$ cat config.mk
export PLATFORM = sky130hd
export DESIGN_NAME = bbd_decoder
export DESIGN_NICKNAME = d
export VERILOG_FILES = /design/src/hdl/bbd_pkg.sv /design/src/hdl/bbd_decoder.sv /design/src/hdl/bbd_cond_eval.sv
export VERILOG_INCLUDE_DIRS = /design/src /design/src/hdl
export SDC_FILE = /design/constraint.sdc
export NUM_CORES = 1
export LEC_CHECK = 0
export ABC_AREA = 1
export BUFFER_PORTS_ARGS = -buffer_cell sky130_fd_sc_hd__buf_2
export CAP_MARGIN = 20
export CORE_AREA = 2 2 110 192
export CTS_CLUSTER_DIAMETER = 40
export CTS_CLUSTER_SIZE = 25
export DETAILED_ROUTE_END_ITERATION = 16
export DIE_AREA = 0 0 112 194
export PLACE_DENSITY = 0.85
export SYNTH_ARGS = -nofsm -noshare
export SYNTH_HDL_FRONTEND = slang
export SYNTH_SLANG_ARGS = --single-unit
$ cat constraint.sdc
create_clock -name mclk -period 6.88 [get_ports mclk]
set_input_delay 0.688 -clock mclk [delete_from_list [all_inputs] [get_ports mclk]]
set_output_delay 0.688 -clock mclk [all_outputs]
set_load 0.005 [all_outputs]
$ cat src/hdl/bbd_regs.svh
// Register offsets, field positions, reset values and opcode fields of the decoder
`ifndef BBD_REGS_SVH
`define BBD_REGS_SVH

// ------------------------------------------------------------
// Register offsets
// ------------------------------------------------------------
`define BBD_REG_CTRL       8'h00
`define BBD_REG_PC         8'h04
`define BBD_REG_STAT       8'h08
`define BBD_REG_LAST       8'h0c

// ------------------------------------------------------------
// Field positions
// ------------------------------------------------------------
`define BBD_CTRL_EN_BIT    0
`define BBD_STAT_ILL_BIT   0
`define BBD_STAT_OVF_BIT   1
`define BBD_STAT_UNF_BIT   2
`define BBD_STAT_DEPTH_LSB 8

// ------------------------------------------------------------
// Reset values and program counter step
// ------------------------------------------------------------
`define BBD_CTRL_RST       1'b1
`define BBD_PC_RST         16'h0000
`define BBD_PC_STEP        16'h0002

// ------------------------------------------------------------
// Opcode fields (upper nibble or upper byte of the first or second word)
// ------------------------------------------------------------
`define BBD_FORM_BRANCH    4'h4
`define BBD_FORM_DIR_IMM   4'h6
`define BBD_FORM_DIR_IDX   4'h7
`define BBD_FORM_IND       4'h8
`define BBD_FORM_ABS       4'h9
`define BBD_FORM_TAIL_IMM  4'ha
`define BBD_FORM_TAIL_IDX  4'hb
`define BBD_OP_RET         8'h54
`define BBD_OP_CALL_REL    8'h55
`define BBD_OP_JUMP_ABS    8'h5a
`define BBD_OP_CALL_ABS    8'h5e
`define BBD_OP_LAST_BITOP  4'hd
`define BBD_OP_LAST_IDXOP  4'h3

`endif

$ cat src/hdl/bbd_pkg.sv
// Types shared by the branch and bit-operation decoder
package bbd_pkg;

    // ------------------------------------------------------------
    // Branch conditions
    // ------------------------------------------------------------
    typedef enum logic [3:0] {
        unconditional_jump_rel = 4'h0,
        never_taken            = 4'h1,
        unsigned_above         = 4'h2,
        unsigned_below_equal   = 4'h3,
        carry_clear_cond       = 4'h4,
        carry_set_cond         = 4'h5,
        not_equal_cond         = 4'h6,
        equal_cond             = 4'h7,
        overflow_clear_cond    = 4'h8,
        overflow_set_cond      = 4'h9,
        positive_cond          = 4'ha,
        negative_cond          = 4'hb,
        signed_ge_cond         = 4'hc,
        signed_lt_cond         = 4'hd,
        signed_gt_cond         = 4'he,
        signed_le_cond         = 4'hf
    } bbd_cond_t;

    // ------------------------------------------------------------
    // Bit operations and operand modes
    // ------------------------------------------------------------
    typedef enum logic [3:0] {
        bit_set_op       = 4'h0,
        bit_clear_op     = 4'h1,
        bit_invert_op    = 4'h2,
        bit_test_op      = 4'h3,
        carry_and_bit    = 4'h4,
        carry_or_bit     = 4'h5,
        carry_xor_bit    = 4'h6,
        bit_to_carry     = 4'h7,
        carry_to_bit     = 4'h8,
        carry_and_notbit = 4'h9,
        carry_or_notbit  = 4'ha,
        carry_xor_notbit = 4'hb,
        notbit_to_carry  = 4'hc,
        notcarry_to_bit  = 4'hd
    } bbd_bitop_t;

    typedef enum logic [1:0] {
        mode_reg_direct   = 2'b00,
        mode_reg_indirect = 2'b01,
        mode_absolute     = 2'b10
    } bbd_mode_t;

    // ------------------------------------------------------------
    // Carriers
    // ------------------------------------------------------------
    typedef struct packed {
        logic n;
        logic z;
        logic v;
        logic c;
    } bbd_flags_t;

    typedef struct packed {
        bbd_bitop_t op;
        bbd_mode_t  mode;
        logic       from_reg;
        logic [2:0] bit_no;
        logic [3:0] operand_reg_field;
        logic [7:0] abs_addr;
    } bbd_bitdec_t;

    typedef logic [15:0][7:0] bbd_gr_file_t;

endpackage : bbd_pkg

$ cat src/hdl/bbd_decoder.sv
// Branch and bit-operation decoder with program counter and return stack
//
// Overview of operation
// RQ1 - Conditional branch loads the target only when its test holds.
// RQ2 - Always, never, Z, V and N tests selected by the condition field.
// RQ3 - Unsigned tests use C or Z, and C alone.
// RQ4 - Signed tests use N xor V, and Z or (N xor V) for greater.
// RQ5 - Less-or-equal taken exactly when Z or (N xor V) is one.
// RQ6 - Absolute jump goes to its target without looking at flags.
// RQ7 - Both calls save the return point and go to the subroutine; on a full stack the code jumps without saving and sets the overflow bit.
// RQ8 - Return restores the saved return point into the program counter.
// RQ9 - Set, clear, invert, test take bit number as immediate or index register.
// RQ10 - Carry-with-bit operations take the bit number only as immediate.
// RQ11 - Carry-with-inverted-bit operations take the bit number only as immediate.
// RQ12 - Indirect forms use two words; second word has low nibble zero.
// RQ13 - Direct forms use one word; operation in the high byte.
// RQ14 - Only the low three bits of the index register pick the bit.
// RQ15 - A false branch advances past the branch to the next instruction.
//
// Implementation choices: the address-and-strobe port and the address map.
`timescale 1ns/10ps
`include "bbd_regs.svh"
module bbd_decoder #(
    parameter int STACK_DEPTH = 8
) (
    // Clock and reset
    input  wire logic                   mclk,
    input  wire logic                   rst,
    // Register port
    input  wire logic [7:0]             reg_addr,
    input  wire logic [31:0]            reg_wdata,
    input  wire logic                   reg_wr,
    input  wire logic                   reg_rd,
    output logic      [31:0]            reg_rdata,
    // Instruction stream and CPU state
    input  wire logic                   instr_valid,
    input  wire logic [15:0]            instr_word,
    input  bbd_pkg::bbd_flags_t         ccr,
    input  bbd_pkg::bbd_gr_file_t       gr_file,
    // Flow results
    output logic      [15:0]            pc,
    output logic                        redirect,
    output logic                        branch_taken,
    // Bit-operation results
    output logic                        bit_valid,
    output bbd_pkg::bbd_bitdec_t        bit_dec,
    output logic                        illegal
);

    // Depth needs one bit more than an index, to tell full from empty
    localparam int IDX_W = $clog2(STACK_DEPTH);
    localparam int SP_W  = $clog2(STACK_DEPTH + 1);

    // ------------------------------------------------------------
    // Helpers
    // ------------------------------------------------------------
    // Displacement counts from the word after the branch
    function automatic logic [15:0] rel_target(input logic [15:0] base,
                                               input logic [7:0]  disp);
        rel_target = base + {{8{disp[7]}}, disp};
    endfunction : rel_target

    function automatic logic op_ok(input logic [3:0] op, input logic from_reg);
        op_ok = (op <= `BBD_OP_LAST_BITOP) &&
                (!from_reg || op <= `BBD_OP_LAST_IDXOP);              // RQ9 RQ10 RQ11
    endfunction : op_ok

    typedef enum logic [1:0] {
        st_first  = 2'b00,
        st_second = 2'b01
    } bbd_state_t;

    // ------------------------------------------------------------
    // State
    // ------------------------------------------------------------
    bbd_state_t            state;
    bbd_state_t            next_state;
    logic [15:0]           held;
    logic [15:0]           next_held;
    logic [15:0]           next_pc;
    logic                  next_redirect;
    logic                  next_branch_taken;
    logic                  next_bit_valid;
    bbd_pkg::bbd_bitdec_t  next_bit_dec;
    logic                  next_illegal;
    logic [15:0]           ret_stack [STACK_DEPTH];
    logic [SP_W-1:0]       depth;
    logic [SP_W-1:0]       next_depth;
    logic                  push_en;
    logic [15:0]           push_val;
    logic                  ovf_evt;
    logic                  unf_evt;
    logic                  ctrl_en;
    logic                  next_ctrl_en;
    logic [2:0]            sticky;
    logic [2:0]            next_sticky;
    logic [31:0]           next_rdata;
    logic                  pc_load;
    logic                  cond_true;
    logic [15:0]           seq_pc;
    logic                  stack_full;
    logic                  from_idx;
    logic                  tail_ok;

    bbd_cond_eval u_cond (
        .cond  (bbd_pkg::bbd_cond_t'(instr_word[11:8])),
        .flags (ccr),
        .taken (cond_true)
    );

    assign seq_pc     = pc + `BBD_PC_STEP;
    assign stack_full = (depth == SP_W'(STACK_DEPTH));
    assign pc_load    = reg_wr && (reg_addr == `BBD_REG_PC);

    // ------------------------------------------------------------
    // Decode and flow
    // ------------------------------------------------------------
    always_comb begin
        next_state        = state;
        next_held         = held;
        next_pc           = pc;
        next_redirect     = 1'b0;
        next_branch_taken = 1'b0;
        next_bit_valid    = 1'b0;
        next_bit_dec      = bit_dec;
        next_illegal      = 1'b0;
        next_depth        = depth;
        push_en           = 1'b0;
        push_val          = seq_pc;
        ovf_evt           = 1'b0;
        unf_evt           = 1'b0;
        from_idx          = 1'b0;
        tail_ok           = 1'b0;
        if (pc_load) begin
            // A software load restarts the stream and drops any half-read form
            next_pc       = reg_wdata[15:0];
            next_state    = st_first;
            next_redirect = 1'b1;
        end else if (ctrl_en && instr_valid) begin
            case (state)
                st_first: begin
                    next_pc = seq_pc;                                  // RQ15
                    if (instr_word[15:12] == `BBD_FORM_BRANCH) begin
                        if (cond_true) begin
                            next_pc           = rel_target(seq_pc, instr_word[7:0]); // RQ1
                            next_redirect     = 1'b1;
                            next_branch_taken = 1'b1;
                        end
                    end else if (instr_word[15:8] == `BBD_OP_CALL_REL) begin
                        if (stack_full) begin
                            ovf_evt = 1'b1;
                        end else begin
                            push_en    = 1'b1;                         // RQ7
                            next_depth = depth + SP_W'(1);
                        end
                        next_pc           = rel_target(seq_pc, instr_word[7:0]); // RQ7
                        next_redirect     = 1'b1;
                        next_branch_taken = 1'b1;
                    end else if (instr_word[15:8] == `BBD_OP_RET) begin
                        if (depth == '0) begin
                            unf_evt = 1'b1;
                        end else begin
                            next_depth        = depth - SP_W'(1);
                            next_pc           = ret_stack[IDX_W'(depth - SP_W'(1))]; // RQ8
                            next_redirect     = 1'b1;
                            next_branch_taken = 1'b1;
                        end
                    end else if (instr_word[15:8] == `BBD_OP_JUMP_ABS ||
                                 instr_word[15:8] == `BBD_OP_CALL_ABS) begin
                        next_held  = instr_word;
                        next_state = st_second;
                    end else if (instr_word[15:12] == `BBD_FORM_DIR_IMM) begin
                        if (instr_word[7] || !op_ok(instr_word[11:8], 1'b0)) begin
                            next_illegal = 1'b1;
                        end else begin
                            next_bit_valid                 = 1'b1;    // RQ13
                            next_bit_dec.op                = bbd_pkg::bbd_bitop_t'(instr_word[11:8]);
                            next_bit_dec.mode              = bbd_pkg::mode_reg_direct;
                            next_bit_dec.from_reg          = 1'b0;
                            next_bit_dec.bit_no            = instr_word[6:4];
                            next_bit_dec.operand_reg_field = instr_word[3:0];
                            next_bit_dec.abs_addr          = 8'h00;
                        end
                    end else if (instr_word[15:12] == `BBD_FORM_DIR_IDX) begin
                        if (!op_ok(instr_word[11:8], 1'b1)) begin
                            next_illegal = 1'b1;                       // RQ10 RQ11
                        end else begin
                            next_bit_valid                 = 1'b1;    // RQ9 RQ13
                            next_bit_dec.op                = bbd_pkg::bbd_bitop_t'(instr_word[11:8]);
                            next_bit_dec.mode              = bbd_pkg::mode_reg_direct;
                            next_bit_dec.from_reg          = 1'b1;
                            next_bit_dec.bit_no            = gr_file[instr_word[7:4]][2:0]; // RQ14
                            next_bit_dec.operand_reg_field = instr_word[3:0];
                            next_bit_dec.abs_addr          = 8'h00;
                        end
                    end else if (instr_word[15:12] == `BBD_FORM_IND) begin
                        if (instr_word[3:0] != 4'h0 || !op_ok(instr_word[11:8], 1'b0)) begin
                            next_illegal = 1'b1;                       // RQ12
                        end else begin
                            next_held  = instr_word;
                            next_state = st_second;
                        end
                    end else if (instr_word[15:12] == `BBD_FORM_ABS) begin
                        if (!op_ok(instr_word[11:8], 1'b0)) begin
                            next_illegal = 1'b1;
                        end else begin
                            next_held  = instr_word;
                            next_state = st_second;
                        end
                    end else begin
                        next_illegal = 1'b1;
                    end
                end
                st_second: begin
                    next_state = st_first;
                    next_pc    = seq_pc;
                    if (held[15:8] == `BBD_OP_JUMP_ABS) begin
                        next_pc           = instr_word;                // RQ6
                        next_redirect     = 1'b1;
                        next_branch_taken = 1'b1;
                    end else if (held[15:8] == `BBD_OP_CALL_ABS) begin
                        if (stack_full) begin
                            ovf_evt = 1'b1;
                        end else begin
                            push_en    = 1'b1;                         // RQ7
                            next_depth = depth + SP_W'(1);
                        end
                        next_pc           = instr_word;                // RQ7
                        next_redirect     = 1'b1;
                        next_branch_taken = 1'b1;
                    end else begin
                        from_idx = (instr_word[15:12] == `BBD_FORM_TAIL_IDX);
                        tail_ok  = from_idx ||
                                   (instr_word[15:12] == `BBD_FORM_TAIL_IMM && !instr_word[7]);
                        if (!tail_ok || instr_word[11:8] != held[11:8] ||
                            instr_word[3:0] != 4'h0 || !op_ok(held[11:8], from_idx)) begin
                            next_illegal = 1'b1;                       // RQ12 RQ10 RQ11
                        end else begin
                            next_bit_valid        = 1'b1;             // RQ12
                            next_bit_dec.op       = bbd_pkg::bbd_bitop_t'(held[11:8]);
                            next_bit_dec.from_reg = from_idx;         // RQ9
                            if (from_idx) begin
                                next_bit_dec.bit_no = gr_file[instr_word[7:4]][2:0]; // RQ14
                            end else begin
                                next_bit_dec.bit_no = instr_word[6:4];
                            end
                            if (held[15:12] == `BBD_FORM_IND) begin
                                next_bit_dec.mode              = bbd_pkg::mode_reg_indirect;
                                next_bit_dec.operand_reg_field = held[7:4];
                                next_bit_dec.abs_addr          = 8'h00;
                            end else begin
                                next_bit_dec.mode              = bbd_pkg::mode_absolute;
                                next_bit_dec.operand_reg_field = 4'h0;
                                next_bit_dec.abs_addr          = held[7:0];
                            end
                        end
                    end
                end
                default: begin
                    next_state = st_first;
                end
            endcase
        end
    end

    always_ff @(posedge mclk) begin
        if (rst) begin
            state        <= st_first;
            held         <= 16'h0000;
            pc           <= `BBD_PC_RST;
            redirect     <= 1'b0;
            branch_taken <= 1'b0;
            bit_valid    <= 1'b0;
            bit_dec      <= '0;
            illegal      <= 1'b0;
            depth        <= '0;
        end else begin
            state        <= next_state;
            held         <= next_held;
            pc           <= next_pc;
            redirect     <= next_redirect;
            branch_taken <= next_branch_taken;
            bit_valid    <= next_bit_valid;
            bit_dec      <= next_bit_dec;
            illegal      <= next_illegal;
            depth        <= next_depth;
        end
    end

    // Return addresses need no reset; depth alone says which entries hold data
    always_ff @(posedge mclk) begin
        if (push_en) begin
            ret_stack[IDX_W'(depth)] <= push_val;                      // RQ7
        end
    end

    // ------------------------------------------------------------
    // Register port
    // ------------------------------------------------------------
    always_comb begin
        next_ctrl_en = ctrl_en;
        next_sticky  = sticky;
        next_rdata   = 32'h0000_0000;
        if (reg_wr && reg_addr == `BBD_REG_CTRL) begin
            next_ctrl_en = reg_wdata[`BBD_CTRL_EN_BIT];
        end
        if (reg_wr && reg_addr == `BBD_REG_STAT) begin
            next_sticky = sticky & ~reg_wdata[2:0];
        end
        // A new event wins over a clear in the same cycle
        next_sticky[`BBD_STAT_ILL_BIT] = next_sticky[`BBD_STAT_ILL_BIT] | next_illegal;
        next_sticky[`BBD_STAT_OVF_BIT] = next_sticky[`BBD_STAT_OVF_BIT] | ovf_evt;
        next_sticky[`BBD_STAT_UNF_BIT] = next_sticky[`BBD_STAT_UNF_BIT] | unf_evt;
        if (reg_rd) begin
            if (reg_addr == `BBD_REG_CTRL) begin
                next_rdata[`BBD_CTRL_EN_BIT] = ctrl_en;
            end else if (reg_addr == `BBD_REG_PC) begin
                next_rdata[15:0] = pc;
            end else if (reg_addr == `BBD_REG_STAT) begin
                next_rdata[2:0] = sticky;
                next_rdata[`BBD_STAT_DEPTH_LSB +: 8] = 8'(depth);
            end else if (reg_addr == `BBD_REG_LAST) begin
                next_rdata[$bits(bbd_pkg::bbd_bitdec_t)-1:0] = bit_dec;
            end else begin
                next_rdata = 32'h0000_0000;
            end
        end
    end

    always_ff @(posedge mclk) begin
        if (rst) begin
            ctrl_en   <= `BBD_CTRL_RST;
            sticky    <= 3'h0;
            reg_rdata <= 32'h0000_0000;
        end else begin
            ctrl_en   <= next_ctrl_en;
            sticky    <= next_sticky;
            reg_rdata <= next_rdata;
        end
    end

endmodule : bbd_decoder

$ cat src/hdl/bbd_cond_eval.sv
// Branch condition evaluation against the condition flags
`timescale 1ns/10ps
module bbd_cond_eval (
    // Selected test
    input  bbd_pkg::bbd_cond_t cond,
    // Condition flags
    input  bbd_pkg::bbd_flags_t flags,
    // Result
    output logic                taken
);

    logic nxv;

    assign nxv = flags.n ^ flags.v;

    always_comb begin
        case (cond)
            bbd_pkg::unconditional_jump_rel: taken = 1'b1;                   // RQ2
            bbd_pkg::never_taken:            taken = 1'b0;                   // RQ2
            bbd_pkg::unsigned_above:         taken = ~(flags.c | flags.z);   // RQ3
            bbd_pkg::unsigned_below_equal:   taken = flags.c | flags.z;      // RQ3
            bbd_pkg::carry_clear_cond:       taken = ~flags.c;               // RQ3
            bbd_pkg::carry_set_cond:         taken = flags.c;                // RQ3
            bbd_pkg::not_equal_cond:         taken = ~flags.z;               // RQ2
            bbd_pkg::equal_cond:             taken = flags.z;                // RQ2
            bbd_pkg::overflow_clear_cond:    taken = ~flags.v;               // RQ2
            bbd_pkg::overflow_set_cond:      taken = flags.v;                // RQ2
            bbd_pkg::positive_cond:          taken = ~flags.n;               // RQ2
            bbd_pkg::negative_cond:          taken = flags.n;                // RQ2
            bbd_pkg::signed_ge_cond:         taken = ~nxv;                   // RQ4
            bbd_pkg::signed_lt_cond:         taken = nxv;                    // RQ4
            bbd_pkg::signed_gt_cond:         taken = ~(flags.z | nxv);       // RQ4
            bbd_pkg::signed_le_cond:         taken = flags.z | nxv;          // RQ5
            default:                         taken = 1'b0;
        endcase
    end

endmodule : bbd_cond_eval

==> metrics.md <==
| Metric | Value |
|---|---|
| Post-synth cell types | between 50 and 60 |
| Io pins | 267 |
| Total Power | 2.687 mW |
| Hold Buf Count CTS | 0 |
| Crit path to | pc[13]$_SDFFE_PP0P_ |
| Setup total negative slack | 0 ns |
| FILL cells | 1751 |
| YS warnings | 0 |
| Global placer's final weighted congestion | 1.037 |
| First-pass GRT wire length | 57140 µm |
| Drt first pass iters | 7 |
| Rel. slew slack | 0.1571 |
| R2R depth | 20 |
| Post-Syn Area per Cell | 8.208 µm² |
| Top cells by area, synth | edfxtp_1, dfxtp_1, nand2_1 |
| Final Hold Fails | 0 |
| Crit-path max FO | 10 |
| WP data required | 7.31 ns |
| Peak Freq | 242.5 MHz |
| Power per cell area | 204.3 mW/mm² |
| Worst-case clock buffer depth | 3 |
| Drt wl/cell | 20.55 µm |
| Die ar. | 0.02173 mm² |
| Non-filler cells, final | approximately 1.8k |
| CTS tree | done |
| Vias in the first global route | about 11k |
| Yosys top cell area share | 0.3288 |
| Critical Path Start | pc[1]$_SDFFE_PP0P_ |
| Worst Hold Margin | 0.4529 ns |
| Storage cell area | 0.005627 mm² |
| EDFF count, synth | 128 |
| Root Driver | clkbuf_16 |
| Synth Cell Area | roughly 0.012 mm² |
| Leakage power | 5.777 nW |
| Core area | ~0.020 mm² |
| Die W | roughly 110 µm |
| Final wirelength | 37220 µm |
| PortBufs | 160 |
| Crit end category | flip-flop |
| Placed Area | 0.01260 mm² |
| Slew @ Worst Pin | 1.260 ns |
| Largest net degree at the start of global routing | between 70 and 80 |
| Peak supply drop | 225.8 µV |
| N_diodes | 0 |
| Cell row count | between 60 and 70 |
| Layout area overhead | 12.50% |
| Pins Over Slew Limit | 0 |
| Initial Util | 0.5786 |
| Post-route design area | 0.01315 mm² |
| Cts bufs inserted | 16 |
| Fraction of registers with async set/reset | 0 |
| GR Overflow Total | 0 |
| CTS Sinks | roughly 220 |
| RSZ-0062 raised after global routing | false |
| Top_reg_cell synth | edfxtp_1 |
| Vias | 10.96k |
| H-Tree Depth | 1 |
| Layout cells sized above 1 | 0.1753 |
| DRC Markers | 0 |
| R2r setup slk | 2.76 ns |
| Area of the multi-input gates | 0.005190 mm² |
| Hpwl dp | 26650 µm |
| Worst reg2reg path endpoint | pc[13]$_SDFFE_PP0P_ |
| CTS clk-pin slew, worst paths | 0.09 ns |
| Tmin final | 4.123 ns |
| # resized after CTS | 0 |
| Run status | finished clean |
| Final net count | 1768 |
| Initial antenna violation count | 0 |
| Final setup viols | 0 |
| Crit path arrival time | 4.55 ns |
| Mapped Cells | 1424 |
| Startpoint Class | flip-flop |
| Synthesis-stage register bit count | about 220 |
| Total GRT Usage | 0.3371 |
| Area leader, netlist | edfxtp_1 |
| Post-CTS setup buffers | 0 |
| Initial DRC Count | 986 |
| Die H | 194 µm |
| Max-cap violation count | 0 |
| Crit Path Class | reg2reg |
| Final Cycle Share | 0.5993 |
| Vias per Instance | 6.049 |
| Worst skew pair latency | roughly 0.50 ns |
| HP Class | in2reg |
| Fraction of the yosys area taken by sequential cells | 0.4813 |
| Antenna-violating nets left | 0 |
| Worst R2R Start | pc[1]$_SDFFE_PP0P_ |
| Setup Skew | 0.01523 ns |
| Placed cells | ~1.8k |
-- synthesized netlist by cell type (15+ instances only) --
cell and number:
nand2_1 294, nor2_1 157, o21ai_0 142, inv_1 136, edfxtp_1 128, a21oi_1 91, dfxtp_1 89, nand3_1 83
o22ai_1 29, clkbuf_1 27, buf_2 23, ha_1 21, xor2_1 19, buf_4 16, nor3_1 16, o211ai_1 16
o221ai_1 15
-- cell type report --
cell class | count | area share
inverter | 151 | 0.04339
sequential | 217 | 0.4279
clock buffer | 19 | 0.03292
multi-input combinational | 993 | 0.3947
tap | 248 | 0.02360
clock inverter | 9 | 0.008658
timing repair buffer | 174 | 0.06889
-- registers in the layout, indices dropped and copies added (netlist names), 3 cells and up --
register   flops
sticky         3
pc            16
reg_rdata     22
ret_stack    128
held          16
bit_dec       22
depth          4
-- worst max-delay path, cell delays in order, from the launching register on --
cell	delay, ns
dfxtp_1	0.50
nand3_1	0.22
nor3_4	0.28
nand3_1	0.17
nor4_2	0.21
xor2_1	0.90
ha_1	0.47
nand2_1	0.11
nand2_1	0.07
o21bai_1	0.15
nor2_1	0.14
nand2_1	0.07
nand2_1	0.07
nand3_1	0.07
nand2_1	0.09
inv_1	0.04
nand2_1	0.05
nand2_1	0.05
nand2_1	0.19
nand2_1	0.08
a21oi_1	0.12
-- per-stage QoR --
| stage | util | setup slack, ns |
|---|---|---|
| after floorplan | - | 3.572 |
| after global placement | 0.6235 | 3.075 |
| after detailed placement | 0.6235 | 2.983 |
| after CTS | 0.6506 | 2.948 |
| after global routing | 0.6509 | 2.439 |
| final | 0.6509 | 2.757 |
-- cell families after synthesis --
family                   share of synthesized area
XOR/XNOR                                   0.02012
buffers and inverters                      0.08339
adder cells (fa/ha/maj)                    0.02419
other                                    0.0003208
AO/OA/AOI/OAI                               0.1605
flip-flops                                  0.4813
AND/OR/NAND/NOR                             0.2303
-- worst min-delay path by stage --
stage	cells past startpoint	slack, ns	startpoint	to
final	3	0.45	reg_rd	reg_rdata[0]$_SDFF_PP0_
after global routing	3	0.47	reg_rd	reg_rdata[0]$_SDFF_PP0_
after CTS	3	0.44	reg_rd	reg_rdata[0]$_SDFF_PP0_
after detailed placement	2	0.44	bit_dec[17]$_SDFFE_PP0P_	reg_rdata[17]$_SDFF_PP0_
after global placement	2	0.43	bit_dec[17]$_SDFFE_PP0P_	reg_rdata[17]$_SDFF_PP0_
after floorplan	2	0.43	bit_dec[20]$_SDFFE_PP0P_	reg_rdata[20]$_SDFF_PP0_
-- routing by layer --
metal,vias up,part of all wire,track usage
met3,202,0.086,0.05877
met2,671,0.50,0.5930
li1,5063,-,-
met5,-,0,0
met1,5019,0.32,0.3524
met4,0,0.092,0.2570
-- cell usage in the layout, fill, tap and decap left out, drive strengths merged, types with 15 or more instances in the layout --
| cell type | n |
|---|---|
| nor3 | 22 |
| inv | 159 |
| o22ai | 29 |
| nor2 | 172 |
| buf | 174 |
| o211ai | 16 |
| o21ai | 150 |
| ha | 21 |
| nand3 | 86 |
| nand2 | 304 |
| a21oi | 94 |
| xor2 | 19 |
| dfxtp | 89 |
| clkbuf | 19 |
| o221ai | 15 |
| edfxtp | 128 |
-- where the power goes --
group	internal, mW	switching (mW)
clock	0.490	0.518
sequential	1.38	0.0127
combinational	0.0921	0.193
total	1.96	0.724
Note: power is estimated with default switching activity, not from simulation.
